[config.mk]
export PLATFORM = sky130hd
export DESIGN_NAME = serial_adc_conversion_interface
export DESIGN_NICKNAME = d
export VERILOG_FILES = /design/src/core/pin_sync.v /design/src/core/convert_start_engine.v /design/src/core/serial_adc_conversion_interface.v
export VERILOG_INCLUDE_DIRS = /design/src /design/src/core
export SDC_FILE = /design/constraint.sdc
export NUM_CORES = 1
export LEC_CHECK = 0
export BUFFER_PORTS_ARGS = -buffer_cell sky130_fd_sc_hd__buf_2
export CAP_MARGIN = 10
export CORE_ASPECT_RATIO = 0.5
export CORE_MARGIN = 3
export CORE_UTILIZATION = 57
export DETAILED_ROUTE_END_ITERATION = 7
export PLACE_DENSITY = 0.8
export SYNTH_ARGS = -nofsm -noshare
export SYNTH_HDL_FRONTEND = slang
export SYNTH_SLANG_ARGS = --single-unit
[constraint.sdc]
create_clock -name clk_i -period 2.8 [get_ports clk_i]
set_input_delay 0.28 -clock clk_i [delete_from_list [all_inputs] [get_ports clk_i]]
set_output_delay 0.28 -clock clk_i [all_outputs]
set_load 0.02 [all_outputs]
[src/core/adc_link_consts.vh]
`ifndef ADC_LINK_CONSTS_VH
`define ADC_LINK_CONSTS_VH

// Timing
`define CLK_PERIOD_NS 4
`define CONVERT_START_TIME_NS 3200
`define CONVERT_START_CYCLES (`CONVERT_START_TIME_NS / `CLK_PERIOD_NS)
`define CONVERT_START_CNT_W 10

// Data widths
`define RESULT_W 16
`define CFG_W 2
`define CFG_CNT_W 2
`define BIT_CNT_W 5

// Register map, byte addresses
`define WB_ADR_W 8
`define REG_CTRL 8'h00
`define REG_STATUS 8'h04
`define REG_RESULT 8'h08
`define REG_COUNT 8'h0C

// Control fields
`define CTRL_TWO_CH_BIT 0
`define CTRL_CFG_SGL_BIT 1
`define CTRL_CFG_ODD_BIT 2
`define CTRL_RESET 3'h3

// Status fields
`define STAT_STATE_LSB 0
`define STAT_ACT_CFG_LSB 2
`define STAT_PEND_CFG_LSB 4
`define STAT_CFG_VALID_BIT 6
`define STAT_EARLY_BIT 7
`define STAT_SHORT_BIT 8
`define STAT_BITS_LSB 9

`endif

[src/core/pin_sync.v]
`timescale 1ns/10ps
`default_nettype none

module pin_sync #(
  parameter WIDTH = 3
) (
  input wire clk_i,
  input wire rst_i,
  input wire [WIDTH-1:0] pin_i,
  output reg [WIDTH-1:0] level_o,
  output reg [WIDTH-1:0] rise_o,
  output reg [WIDTH-1:0] fall_o
);
  reg [WIDTH-1:0] s1;
  reg [WIDTH-1:0] s2;
  reg [WIDTH-1:0] s3;

  genvar g;
  generate
    for (g = 0; g < WIDTH; g = g + 1) begin : bit_sync
      // Change counts only once stages two and three agree
      always @(posedge clk_i) begin
        if (rst_i) begin
          s1[g] <= 1'b0;
          s2[g] <= 1'b0;
          s3[g] <= 1'b0;
          level_o[g] <= 1'b0;
          rise_o[g] <= 1'b0;
          fall_o[g] <= 1'b0;
        end else begin
          s1[g] <= pin_i[g];
          s2[g] <= s1[g];
          s3[g] <= s2[g];
          rise_o[g] <= 1'b0;
          fall_o[g] <= 1'b0;
          if (s2[g] == s3[g] && s3[g] != level_o[g]) begin
            level_o[g] <= s3[g];
            rise_o[g] <= s3[g];
            fall_o[g] <= ~s3[g];
          end
        end
      end
    end
  endgenerate
endmodule

`default_nettype wire

[src/core/convert_start_engine.v]
`timescale 1ns/10ps
`default_nettype none
`include "adc_link_consts.vh"

module convert_start_engine (
  input wire clk_i,
  input wire rst_i,
  input wire start_i,
  input wire two_ch_i,
  input wire sgl_i,
  input wire odd_i,
  input wire [`RESULT_W-1:0] ch_zero_i,
  input wire [`RESULT_W-1:0] ch_one_i,
  output reg busy_o,
  output reg done_o,
  output reg [`RESULT_W-1:0] result_o
);
  reg [`CONVERT_START_CNT_W-1:0] cnt;
  reg [`RESULT_W-1:0] held_plus;
  reg [`RESULT_W-1:0] held_minus;
  reg [`RESULT_W-1:0] plus;
  reg [`RESULT_W-1:0] minus;
  wire [`RESULT_W:0] diff;

  // Input routing for the conversion being started
  always @* begin
    plus = ch_zero_i;
    minus = ch_one_i;
    if (two_ch_i && sgl_i) begin
      // (RQ11) One channel against ground
      plus = odd_i ? ch_one_i : ch_zero_i;
      minus = {`RESULT_W{1'b0}};
    end else if (two_ch_i && odd_i) begin
      // (RQ12) Reversed differential polarity
      plus = ch_one_i;
      minus = ch_zero_i;
    end
  end

  assign diff = {1'b0, held_plus} - {1'b0, held_minus};

  always @(posedge clk_i) begin
    if (rst_i) begin
      cnt <= {`CONVERT_START_CNT_W{1'b0}};
      busy_o <= 1'b0;
      done_o <= 1'b0;
      result_o <= {`RESULT_W{1'b0}};
      held_plus <= {`RESULT_W{1'b0}};
      held_minus <= {`RESULT_W{1'b0}};
    end else begin
      done_o <= 1'b0;
      if (start_i) begin
        // Hold both inputs at the same instant
        held_plus <= plus;
        held_minus <= minus;
        busy_o <= 1'b1;
        cnt <= {`CONVERT_START_CNT_W{1'b0}};
      end else if (busy_o) begin
        if (cnt == `CONVERT_START_CYCLES - 1) begin
          busy_o <= 1'b0;
          done_o <= 1'b1;
          // (RQ13) Zero at zero difference, negative clips to zero
          result_o <= diff[`RESULT_W] ? {`RESULT_W{1'b0}} : diff[`RESULT_W-1:0];
        end else begin
          cnt <= cnt + 1'b1;
        end
      end
    end
  end
endmodule

`default_nettype wire

[src/core/serial_adc_conversion_interface.v]
// Functional notes
// (RQ1) Each convert_start rising edge begins a new conversion.
// (RQ2) Conversion done with convert_start still high: enter sleep until it falls.
// (RQ3) convert_start falling: sample mode, data output driven while it stays low.
// (RQ4) Result bits change on falling shift-clock edges.
// (RQ5) Host samples data output on rising shift-clock edges.
// (RQ6) After all result bits, zeros go out on further clocks.
// (RQ7) Two-channel variant captures 2 config bits on first rising edges.
// (RQ8) Further input bits are ignored until next convert cycle.
// (RQ9) Config in and result out run full duplex on one clock.
// (RQ10) Received config applies to the next conversion, not the current readout.
// (RQ11) Select bit 1: one channel against ground, odd bit picks channel.
// (RQ12) Select bit 0: differential, odd bit swaps polarity.
// (RQ13) Zero code at zero difference; full scale at reference minus one LSB.
// (RQ14) Data output high impedance while convert_start is high.
// (RQ15) Each result is sixteen data bits.
// (RQ16) Host holds convert_start high at least the conversion time.
// (RQ17) Host holds convert_start low at least sixteen shift clocks.
// (RQ18) Result goes out most significant bit first, straight binary.
`timescale 1ns/10ps
`default_nettype none
`include "adc_link_consts.vh"

module serial_adc_conversion_interface #(
  parameter TWO_CHANNEL = 1
) (
  input wire clk_i,
  input wire rst_i,
  input wire wb_cyc_i,
  input wire wb_stb_i,
  input wire wb_we_i,
  input wire [`WB_ADR_W-1:0] wb_adr_i,
  input wire [3:0] wb_sel_i,
  input wire [31:0] wb_dat_i,
  output reg [31:0] wb_dat_o,
  output reg wb_ack_o,
  input wire convert_start_i,
  input wire shift_clk_i,
  input wire serial_in_i,
  output reg serial_out_o,
  output reg serial_out_oe_o,
  input wire [`RESULT_W-1:0] analog_channel_zero_i,
  input wire [`RESULT_W-1:0] analog_channel_one_i,
  output reg single_diff_select_o,
  output reg odd_sign_o,
  output reg sleep_o,
  output reg sample_mode_o
);
  localparam ST_IDLE = 2'b00;
  localparam ST_CONVERT = 2'b01;
  localparam ST_SLEEP = 2'b10;
  localparam ST_SAMPLE = 2'b11;
  // Sized copy, so one reset bit can be picked out
  localparam [2:0] CTRL_RST = `CTRL_RESET;

  wire [2:0] pin_level;
  wire [2:0] pin_rise;
  wire [2:0] pin_fall;
  wire convert_start_rise;
  wire convert_start_fall;
  wire sck_rise;
  wire sck_fall;
  wire sdi_level;
  wire eng_busy;
  wire eng_done;
  wire [`RESULT_W-1:0] eng_result;
  wire two_ch;
  wire bus_req;
  wire bus_write;
  wire clear_early;
  wire clear_short;

  reg [1:0] state;
  reg [1:0] next_state;
  reg [`RESULT_W-1:0] shreg;
  reg [`RESULT_W-1:0] last_result;
  reg [`RESULT_W-1:0] load_value;
  reg [`BIT_CNT_W-1:0] bits_out;
  reg [`CFG_CNT_W-1:0] cfg_cnt;
  reg [`CFG_W-1:0] cfg_shift;
  reg [`CFG_W-1:0] cfg_pending;
  reg cfg_valid;
  reg [2:0] ctrl;
  reg early_flag;
  reg short_flag;
  reg [31:0] convert_start_count;
  reg [31:0] next_rdata;
  reg next_sgl;
  reg next_odd;

  // Register decode shared by read and write paths
  function reg_hit;
    input [`WB_ADR_W-1:0] adr;
    input [`WB_ADR_W-1:0] offset;
    begin
      reg_hit = (adr[`WB_ADR_W-1:2] == offset[`WB_ADR_W-1:2]);
    end
  endfunction

  // All three pins come from the host's domain
  pin_sync #(
    .WIDTH(3)
  ) u_sync (
    .clk_i(clk_i),
    .rst_i(rst_i),
    .pin_i({serial_in_i, shift_clk_i, convert_start_i}),
    .level_o(pin_level),
    .rise_o(pin_rise),
    .fall_o(pin_fall)
  );

  assign convert_start_rise = pin_rise[0];
  assign convert_start_fall = pin_fall[0];
  assign sck_rise = pin_rise[1];
  assign sck_fall = pin_fall[1];
  assign sdi_level = pin_level[2];
  assign two_ch = (TWO_CHANNEL != 0) && ctrl[`CTRL_TWO_CH_BIT];

  // (RQ10) Conversion uses the mux value taken at this start
  convert_start_engine u_engine (
    .clk_i(clk_i),
    .rst_i(rst_i),
    .start_i(convert_start_rise),
    .two_ch_i(two_ch),
    .sgl_i(next_sgl),
    .odd_i(next_odd),
    .ch_zero_i(analog_channel_zero_i),
    .ch_one_i(analog_channel_one_i),
    .busy_o(eng_busy),
    .done_o(eng_done),
    .result_o(eng_result)
  );

  always @* begin
    next_state = state;
    case (state)
      ST_IDLE: begin
        if (convert_start_rise) begin
          next_state = ST_CONVERT;
        end else if (convert_start_fall) begin
          next_state = ST_SAMPLE;
        end
      end
      ST_CONVERT: begin
        // (RQ16) Early fall still reads out; flagged for software
        if (convert_start_fall) begin
          next_state = ST_SAMPLE;
        end else if (eng_done) begin
          // (RQ2) Finished while held high
          next_state = ST_SLEEP;
        end
      end
      ST_SLEEP: begin
        if (convert_start_fall) begin
          next_state = ST_SAMPLE;
        end
      end
      ST_SAMPLE: begin
        // (RQ1) New cycle may start at any time
        if (convert_start_rise) begin
          next_state = ST_CONVERT;
        end
      end
      default: begin
        next_state = ST_IDLE;
      end
    endcase
  end

  // A result finishing in the same cycle as the fall is not missed
  always @* begin
    load_value = eng_done ? eng_result : last_result;
  end

  always @(posedge clk_i) begin
    if (rst_i) begin
      state <= ST_IDLE;
      sleep_o <= 1'b0;
      sample_mode_o <= 1'b0;
      serial_out_oe_o <= 1'b0;
      serial_out_o <= 1'b0;
      shreg <= {`RESULT_W{1'b0}};
      bits_out <= {`BIT_CNT_W{1'b0}};
      last_result <= {`RESULT_W{1'b0}};
    end else begin
      state <= next_state;
      sleep_o <= (next_state == ST_SLEEP);
      sample_mode_o <= (next_state == ST_SAMPLE);
      if (eng_done) begin
        last_result <= eng_result;
      end
      if (convert_start_rise) begin
        // (RQ14) Release the data line while converting
        serial_out_oe_o <= 1'b0;
        serial_out_o <= 1'b0;
      end else if (convert_start_fall) begin
        // (RQ3) Drive the line; (RQ18) MSB ready before first clock
        serial_out_oe_o <= 1'b1;
        serial_out_o <= load_value[`RESULT_W-1];
        shreg <= {load_value[`RESULT_W-2:0], 1'b0};
        bits_out <= {{(`BIT_CNT_W-1){1'b0}}, 1'b1};
      end else if (state == ST_SAMPLE && sck_fall) begin
        // (RQ4) Next bit on falling edge; (RQ6) zeros fill behind
        serial_out_o <= shreg[`RESULT_W-1];
        shreg <= {shreg[`RESULT_W-2:0], 1'b0};
        // (RQ15) Count saturates at sixteen bits
        if (bits_out != `RESULT_W) begin
          bits_out <= bits_out + 1'b1;
        end
      end
    end
  end

  // (RQ9) Input captured on rising edges of the same clock
  always @(posedge clk_i) begin
    if (rst_i) begin
      cfg_cnt <= {`CFG_CNT_W{1'b0}};
      cfg_shift <= {`CFG_W{1'b0}};
      cfg_pending <= {`CFG_W{1'b0}};
      cfg_valid <= 1'b0;
    end else if (convert_start_fall) begin
      cfg_cnt <= {`CFG_CNT_W{1'b0}};
    end else if (state == ST_SAMPLE && sck_rise && two_ch) begin
      // (RQ7) First two bits form the word; (RQ8) rest ignored
      if (cfg_cnt < `CFG_W) begin
        cfg_shift <= {cfg_shift[`CFG_W-2:0], sdi_level};
        cfg_cnt <= cfg_cnt + 1'b1;
        if (cfg_cnt == `CFG_W - 1) begin
          cfg_pending <= {cfg_shift[`CFG_W-2:0], sdi_level};
          cfg_valid <= 1'b1;
        end
      end
    end
  end

  // (RQ10) Word reaches the mux only at the next convert start
  // Engine samples this same value, so the new word steers that conversion
  always @* begin
    next_sgl = single_diff_select_o;
    next_odd = odd_sign_o;
    if (convert_start_rise && two_ch && cfg_valid) begin
      next_sgl = cfg_pending[1];
      next_odd = cfg_pending[0];
    end else if (!two_ch) begin
      // Single-input variant: fixed plus/minus pair
      next_sgl = 1'b0;
      next_odd = 1'b0;
    end
  end

  always @(posedge clk_i) begin
    if (rst_i) begin
      single_diff_select_o <= CTRL_RST[`CTRL_CFG_SGL_BIT];
      odd_sign_o <= 1'b0;
    end else begin
      single_diff_select_o <= next_sgl;
      odd_sign_o <= next_odd;
    end
  end

  // Bus: one wait state, then ack for one cycle
  assign bus_req = wb_cyc_i && wb_stb_i && !wb_ack_o;
  assign bus_write = bus_req && wb_we_i;
  assign clear_early = bus_write && reg_hit(wb_adr_i, `REG_STATUS) && wb_sel_i[0]
    && wb_dat_i[`STAT_EARLY_BIT];
  assign clear_short = bus_write && reg_hit(wb_adr_i, `REG_STATUS) && wb_sel_i[1]
    && wb_dat_i[`STAT_SHORT_BIT];

  always @(posedge clk_i) begin
    if (rst_i) begin
      ctrl <= `CTRL_RESET;
    end else if (bus_write && reg_hit(wb_adr_i, `REG_CTRL) && wb_sel_i[0]) begin
      ctrl <= wb_dat_i[2:0];
    end
  end

  // Sticky faults of the host; a new event beats a clear
  always @(posedge clk_i) begin
    if (rst_i) begin
      early_flag <= 1'b0;
      short_flag <= 1'b0;
    end else begin
      // (RQ16) Fall before conversion time is up
      if (state == ST_CONVERT && convert_start_fall && !eng_done) begin
        early_flag <= 1'b1;
      end else if (clear_early) begin
        early_flag <= 1'b0;
      end
      // (RQ17) Rise before sixteen bits were clocked
      if (state == ST_SAMPLE && convert_start_rise && bits_out < `RESULT_W) begin
        short_flag <= 1'b1;
      end else if (clear_short) begin
        short_flag <= 1'b0;
      end
    end
  end

  always @(posedge clk_i) begin
    if (rst_i) begin
      convert_start_count <= 32'h00000000;
    end else if (eng_done) begin
      convert_start_count <= convert_start_count + 32'h00000001;
    end
  end

  always @* begin
    next_rdata = 32'h00000000;
    if (reg_hit(wb_adr_i, `REG_CTRL)) begin
      next_rdata[2:0] = ctrl;
    end else if (reg_hit(wb_adr_i, `REG_STATUS)) begin
      next_rdata[`STAT_STATE_LSB +: 2] = state;
      next_rdata[`STAT_ACT_CFG_LSB +: 2] = {single_diff_select_o, odd_sign_o};
      next_rdata[`STAT_PEND_CFG_LSB +: 2] = cfg_pending;
      next_rdata[`STAT_CFG_VALID_BIT] = cfg_valid;
      next_rdata[`STAT_EARLY_BIT] = early_flag;
      next_rdata[`STAT_SHORT_BIT] = short_flag;
      next_rdata[`STAT_BITS_LSB +: `BIT_CNT_W] = bits_out;
      next_rdata[`STAT_BITS_LSB + `BIT_CNT_W] = eng_busy;
    end else if (reg_hit(wb_adr_i, `REG_RESULT)) begin
      next_rdata[`RESULT_W-1:0] = last_result;
    end else if (reg_hit(wb_adr_i, `REG_COUNT)) begin
      next_rdata = convert_start_count;
    end
  end

  // Unmapped addresses ack and read zero
  always @(posedge clk_i) begin
    if (rst_i) begin
      wb_ack_o <= 1'b0;
      wb_dat_o <= 32'h00000000;
    end else begin
      wb_ack_o <= bus_req;
      if (bus_req && !wb_we_i) begin
        wb_dat_o <= next_rdata;
      end else begin
        wb_dat_o <= 32'h00000000;
      end
    end
  end
endmodule

`default_nettype wire

**After elaboration in Yosys (flattened, before gate mapping)**

Cells that the tools add are included.

- Bits of input ports: 84
- Flip-flop bits (word level): 197
- Output and inout bits: 39
- Logic and storage cells: 165

- Mux-type cells: 36
- Bitwise gates (word level): 10
- Add/sub/neg operators: 5
- Equality and inequality tests: 17
- Reductions and logical operators: 50
- $lt $le $gt $ge: 2

Operators with widths:

| cell | count |
|---|---|
| two-way mux 16 bit | 11 |
| adder 32 x 1 -> 32 bit (second input constant) | 1 |
| logical AND 1 bit | 25 |
| subtractor 16 x 16 -> 17 bit | 1 |
| two-way mux 15 bit | 1 |
| two-way mux 5 bit | 3 |
| two-way mux 1 bit | 14 |
| == test 6 x 2 -> 1 bit (second input constant) | 2 |
| adder 10 x 1 -> 10 bit (second input constant) | 1 |
| == test 10 bit (second input constant) | 1 |
| two-way mux 2 bit | 5 |
| NOT 1 bit | 10 |
| OR reduction 2 bit | 5 |
| AND reduction 3 bit | 3 |
| == test 2 bit (second input constant) | 4 |
| one-hot mux 2 bit (4 select lines) | 1 |
| nonzero test 2 bit | 4 |
| == test 6 x 1 -> 1 bit (second input constant) | 1 |
| logical NOT 6 bit | 1 |
| AND reduction 2 bit | 3 |
| OR reduction 3 bit | 2 |
| OR reduction 6 bit | 1 |
| adder 5 x 1 -> 5 bit (second input constant) | 1 |
| < comparator 5 bit (second input constant) | 1 |
| other kinds (11) | 18 |

**Logic depth before layout (Yosys ltp)**

- Word-level depth: 8
- Gate-level depth with buffers: 10
- Mapped depth without buffers: 9

**Modules after synthesis**

From an unflattened synthesis, not the netlist that was laid out.

- Cell total of the unflattened synthesis: 960
- Area total of the unflattened synthesis: 8709.6 um^2

Modules (own cells, without submodules):

| module | instances | seq. area each (um^2) | cells an instance | area each (um^2) |
|---|---|---|---|---|
| serial_adc_conversion_interface | 1 | 2402.3 | 541 | 4936.0 |
| convert_start_engine | 1 | 1201.2 | 376 | 3221.8 |
| pin_sync | 1 | 360.3 | 43 | 551.8 |

**Worst setup path after synthesis**

No wires, ideal clock.

- Path kind: reg2reg
- From: register u_engine.held_plus[0]
- To: register u_engine.result_o[10]
- Arrival: 2083 ps
- Stages on the path, launching flop included: 11
- Library setup time: 74 ps
- Buffers on the path: 1
- Path slack: 643 ps
- Clock period less this slack: 2157 ps
- Required time: 2726 ps
- Path through: dfxtp_1 > inv_1 > ha_1 > fa_1 > nand2b_1 > a21oi_1 > o211ai_1 > a21oi_1 > o21ai_0 > clkbuf_2 > o21ai_0

- Longest elaborated chain between the ends: 2

RTL lines:

| element | line | text |
|---|---|---|
| from (decl) | convert_start_engine.v:19 | `` reg [`RESULT_W-1:0] held_plus; `` |
| from (signal assigned) | convert_start_engine.v:48 | `` held_plus <= {`RESULT_W{1'b0}}; `` |
| from (signal assigned) | convert_start_engine.v:54 | `held_plus <= plus;` |
| subtractor 16 x 16 -> 17 bit | convert_start_engine.v:40 | `assign diff = {1'b0, held_plus} - {1'b0, held_minus};` |
| two-way mux 16 bit | convert_start_engine.v:63 | `` result_o <= diff[`RESULT_W] ? {`RESULT_W{1'b0}} : diff[`RESULT_W-1:0]; `` |
| to (signal assigned) | convert_start_engine.v:47 | `` result_o <= {`RESULT_W{1'b0}}; `` |
| to (signal assigned) | convert_start_engine.v:63 |  |
| to (decl) | convert_start_engine.v:16 | `` output reg [`RESULT_W-1:0] result_o `` |

Every way passes these cells.
A chain may end at the register's enable or synchronous reset.

**Final worst setup path**

- From: register u_engine.held_plus[0]
- To: register u_engine.result_o[7]

The elaborated chain is that of the path after synthesis.

==> load_flow_metrics.sql <==
INSERT INTO impl_metrics (metric_group, metric, value, unit) VALUES
('finish', 'post_route_cells_drive_above_1_share', '0.160', ''),
('grt', 'antenna_found_initial', '0', ''),
('finish', 'register_area', '3920', 'µm²'),
('route', 'route.detailed.vias_per_inst', '5.58', ''),
('grt', 'largest_net_degree_at_the_start_of_global_routing', '41', ''),
('setup_path', 'end_kind', 'flip-flop', ''),
('finish', 'instances_no_fill', '1213', ''),
('sta', 'worstMarginPinSlew', '1.08', 'ns'),
('placed_design', 'count_of_buffers_from_port_buffering', '91', ''),
('sta', 'achievable-frequency', '426', 'MHz'),
('sta', 'totalNegativeSetupSlack', '0', 'ns'),
('grt', 'number_of_global_route_vias_before_repair', '6344', ''),
('sta', 'timing.final.crit_period', '2.35', 'ns'),
('synthesis', 'netlist_instances', '938', ''),
('floorplan', 'die-area', '16500', 'µm²'),
('floorplan', 'floorplan.core_area', '14100', 'µm²'),
('placed_design', 'gp_congestion', '0.844', ''),
('sta', 'timing.final.setup_violations', '0', ''),
('sta', 'slew_headroom', '0.277', ''),
('synthesis', 'async_reset_ff_frac', '0', ''),
('setup_path', 'critical_path_class', 'flip-flop to flip-flop', ''),
('route', 'vias', '6773', ''),
('clock_tree', 'root_buffer', 'sky130_fd_sc_hd__clkbuf_16', ''),
('floorplan', 'die_height', '92.4', 'µm'),
('clock_tree', 'cts_sinks', '196', ''),
('clock_tree', 'cts_resized', '0', ''),
('synthesis', 'yosys.area_share.adder', '0.0347', ''),
('synthesis', 'mappedNetlistNets', '1045', ''),
('floorplan', 'fp.dieW', '179', 'µm'),
('sta', 'timing.final.crit_share', '0.838', ''),
('setup_path', 'worstPathRequired', '3.15', 'ns'),
('synthesis', 'synth-edff-count', '0', ''),
('synthesis', 'post_synth.cell_area_avg', '9.08', 'µm²'),
('route', 'routed_wire_length_per_instance', '15.4', 'µm'),
('sta', 'setup_repair_after_global_routing_missed_its_margin', 'false', ''),
('finish', 'num-fill-cells', '1129', ''),
('grt', 'total_congestion_overflow', '0', ''),
('status', 'outcome', 'finished clean', ''),
('synthesis', 'ys_ff_latch', '196', ''),
('grt', 'tot_gr_track_use', '0.231', ''),
('route', 'totalWireLength', '18.7', 'mm'),
('placed_design', 'placed_instances', '1181', ''),
('finish', 'area_used_by_multi_input_combinational_logic', '4280', 'µm²'),
('hold_path', 'worst_hold_path_type', 'input port to flip-flop', ''),
('floorplan', 'num_rows', '30', ''),
('sta', 'timing.clock.skew', '0.0111', 'ns'),
('route', 'initialDrtViolationCount', '532', ''),
('synthesis', 'syn-cell-area', '8520', 'µm²'),
('power', 'leakagePower', '3.94', 'nW'),
('synthesis', 'largest_family_of_logic_cells_by_synthesized_area', 'simple AND/OR/NAND/NOR gates', ''),
('finish', 'syn2layout_area_growth', '13.3', '%'),
('synthesis', 'yosys-top-cells-count', '196 x sky130_fd_sc_hd__dfxtp_1, 120 x sky130_fd_sc_hd__nor2_1, 85 x sky130_fd_sc_hd__nand2_1, 57 x sky130_fd_sc_hd__mux2i_1, 42 x sky130_fd_sc_hd__a21oi_1', ''),
('clock_tree', 'clock_latency', '0.43', 'ns'),
('sta', 'final_report_max_slew_violation_count', '0', ''),
('synthesis', 'yosysWarnings', '0', ''),
('finish', 'num_antenna_cells', '0', ''),
('sta', 'hold_violations', '0', ''),
('clock_tree', 'clk_pin_slew_worst_paths', '0.07', 'ns'),
('power', 'powerDensity', '549', 'nW/µm²'),
('synthesis', 'post_synth_xor_area_fraction', '0.0504', ''),
('finish', 'layout.nets', '1115', ''),
('route', 'postRouteAntennaNets', '0', ''),
('route', 'drtPass1Iterations', '5', ''),
('clock_tree', 'setup_bufs_post_cts', '0', ''),
('synthesis', 'yosysTopAreaCell', 'sky130_fd_sc_hd__dfxtp_1', ''),
('synthesis', 'muxShareOfSynthArea', '0.0921', ''),
('placed_design', 'dp_hpwl', '13.2', 'mm'),
('synthesis', 'synth_cell_types', '57', ''),
('flow_run', 'max_cap_violations', '0', ''),
('synthesis', 'synth_simple_gate_area_frac', '0.201', ''),
('sta', 'final.hold.worst_slack', '0.0558', 'ns');
[kinds of logic after synthesis]
group / after synthesis
DFF: 196
and+or+nand+nor: 348
xor gates and xnor gates: 49
adders and majority gates: 23
muxes: 73
AOI/OAI and AO/OA: 169
buffers and inverters: 80
[sequential cells by signal, indices dropped and copies added, names as in the netlist, 10 cells and up]
| signal | cells |
|---|---|
| convert_start_count | 32 |
| last_result | 16 |
| shreg | 15 |
| u_engine.cnt | 10 |
| u_engine.held_minus | 16 |
| u_engine.held_plus | 16 |
| u_engine.result_o | 16 |
| wb_dat_o | 32 |
[per-layer routing]
layer,GRT usage,up-vias,part of all wire
li1,-,3409,-
met1,0.319,3170,0.49
met2,0.372,182,0.45
met3,0.0422,12,0.051
met4,0.0622,0,0.0073
met5,0,-,0
[stage by stage]
stage	utilization	total power, W	cell area, µm²	setup slack, ns
after global routing	0.686	0.00545	9650	0.211
after floorplan	-	0.00296	8520	0.643
after detailed placement	0.646	0.00302	9090	0.461
final	0.686	0.00530	9650	0.453
after CTS	0.686	0.00531	9650	0.434
after global placement	0.646	0.00302	9090	0.531
[layout by cell type (no fill, tap or decap), types with 14 or more instances in the layout]
cell type	netlist	final
sky130_fd_sc_hd__dfxtp_1	196	196
sky130_fd_sc_hd__nor2_1	120	120
sky130_fd_sc_hd__buf_2	4	90
sky130_fd_sc_hd__nand2_1	85	84
sky130_fd_sc_hd__mux2i_1	57	57
sky130_fd_sc_hd__a21oi_1	42	42
sky130_fd_sc_hd__o21ai_0	36	36
sky130_fd_sc_hd__xor2_1	31	31
sky130_fd_sc_hd__inv_1	30	30
sky130_fd_sc_hd__and2_1	22	22
sky130_fd_sc_hd__ha_1	22	22
sky130_fd_sc_hd__a211oi_1	21	21
sky130_fd_sc_hd__o211ai_1	19	19
sky130_fd_sc_hd__xnor2_1	18	18
sky130_fd_sc_hd__nor2b_1	17	17
sky130_fd_sc_hd__nand4_1	17	17
sky130_fd_sc_hd__clkbuf_16	0	17
sky130_fd_sc_hd__o22ai_1	16	16
sky130_fd_sc_hd__nand3_1	14	14
[worst paths after layout]
check                                      startpoint              endpoint  slack (ns)  cells after the start
worst max-delay path            u_engine.held_plus[0]  u_engine.result_o[7]        0.45                     10
worst min-delay path                      wb_dat_i[0]               ctrl[0]        0.06                      2
worst max register to register  u_engine.held_plus[0]  u_engine.result_o[7]        0.45                     10
worst min register to register           u_sync.s1[0]          u_sync.s2[0]        0.44                      1
[critical path: stages, from the launching register on]
cell and delay, ns:
sky130_fd_sc_hd__dfxtp_1 0.33, sky130_fd_sc_hd__inv_1 0.06, sky130_fd_sc_hd__ha_1 0.19, sky130_fd_sc_hd__fa_1 0.40
sky130_fd_sc_hd__nand2b_1 0.18, sky130_fd_sc_hd__a21oi_1 0.18, sky130_fd_sc_hd__o211ai_1 0.18, sky130_fd_sc_hd__a21oi_1 0.28
sky130_fd_sc_hd__o21ai_0 0.13, sky130_fd_sc_hd__buf_4 0.18, sky130_fd_sc_hd__o21ai_0 0.16
[report_power, final]
group / internal (W) / switching, W
Clock: 0.00120 / 0.00114
Combinational: 0.0000645 / 0.0000971
Sequential: 0.00279 / 0.00000435
[layout make-up]
type,instances,share of cell area
sequential,196,0.407
inverter,30,0.0117
clock inverter,13,0.0122
tap,192,0.0249
multi-input combinational,662,0.444
timing repair buffer,101,0.0552
clock buffer,19,0.0459
Note: power is estimated with default switching activity, not from simulation.
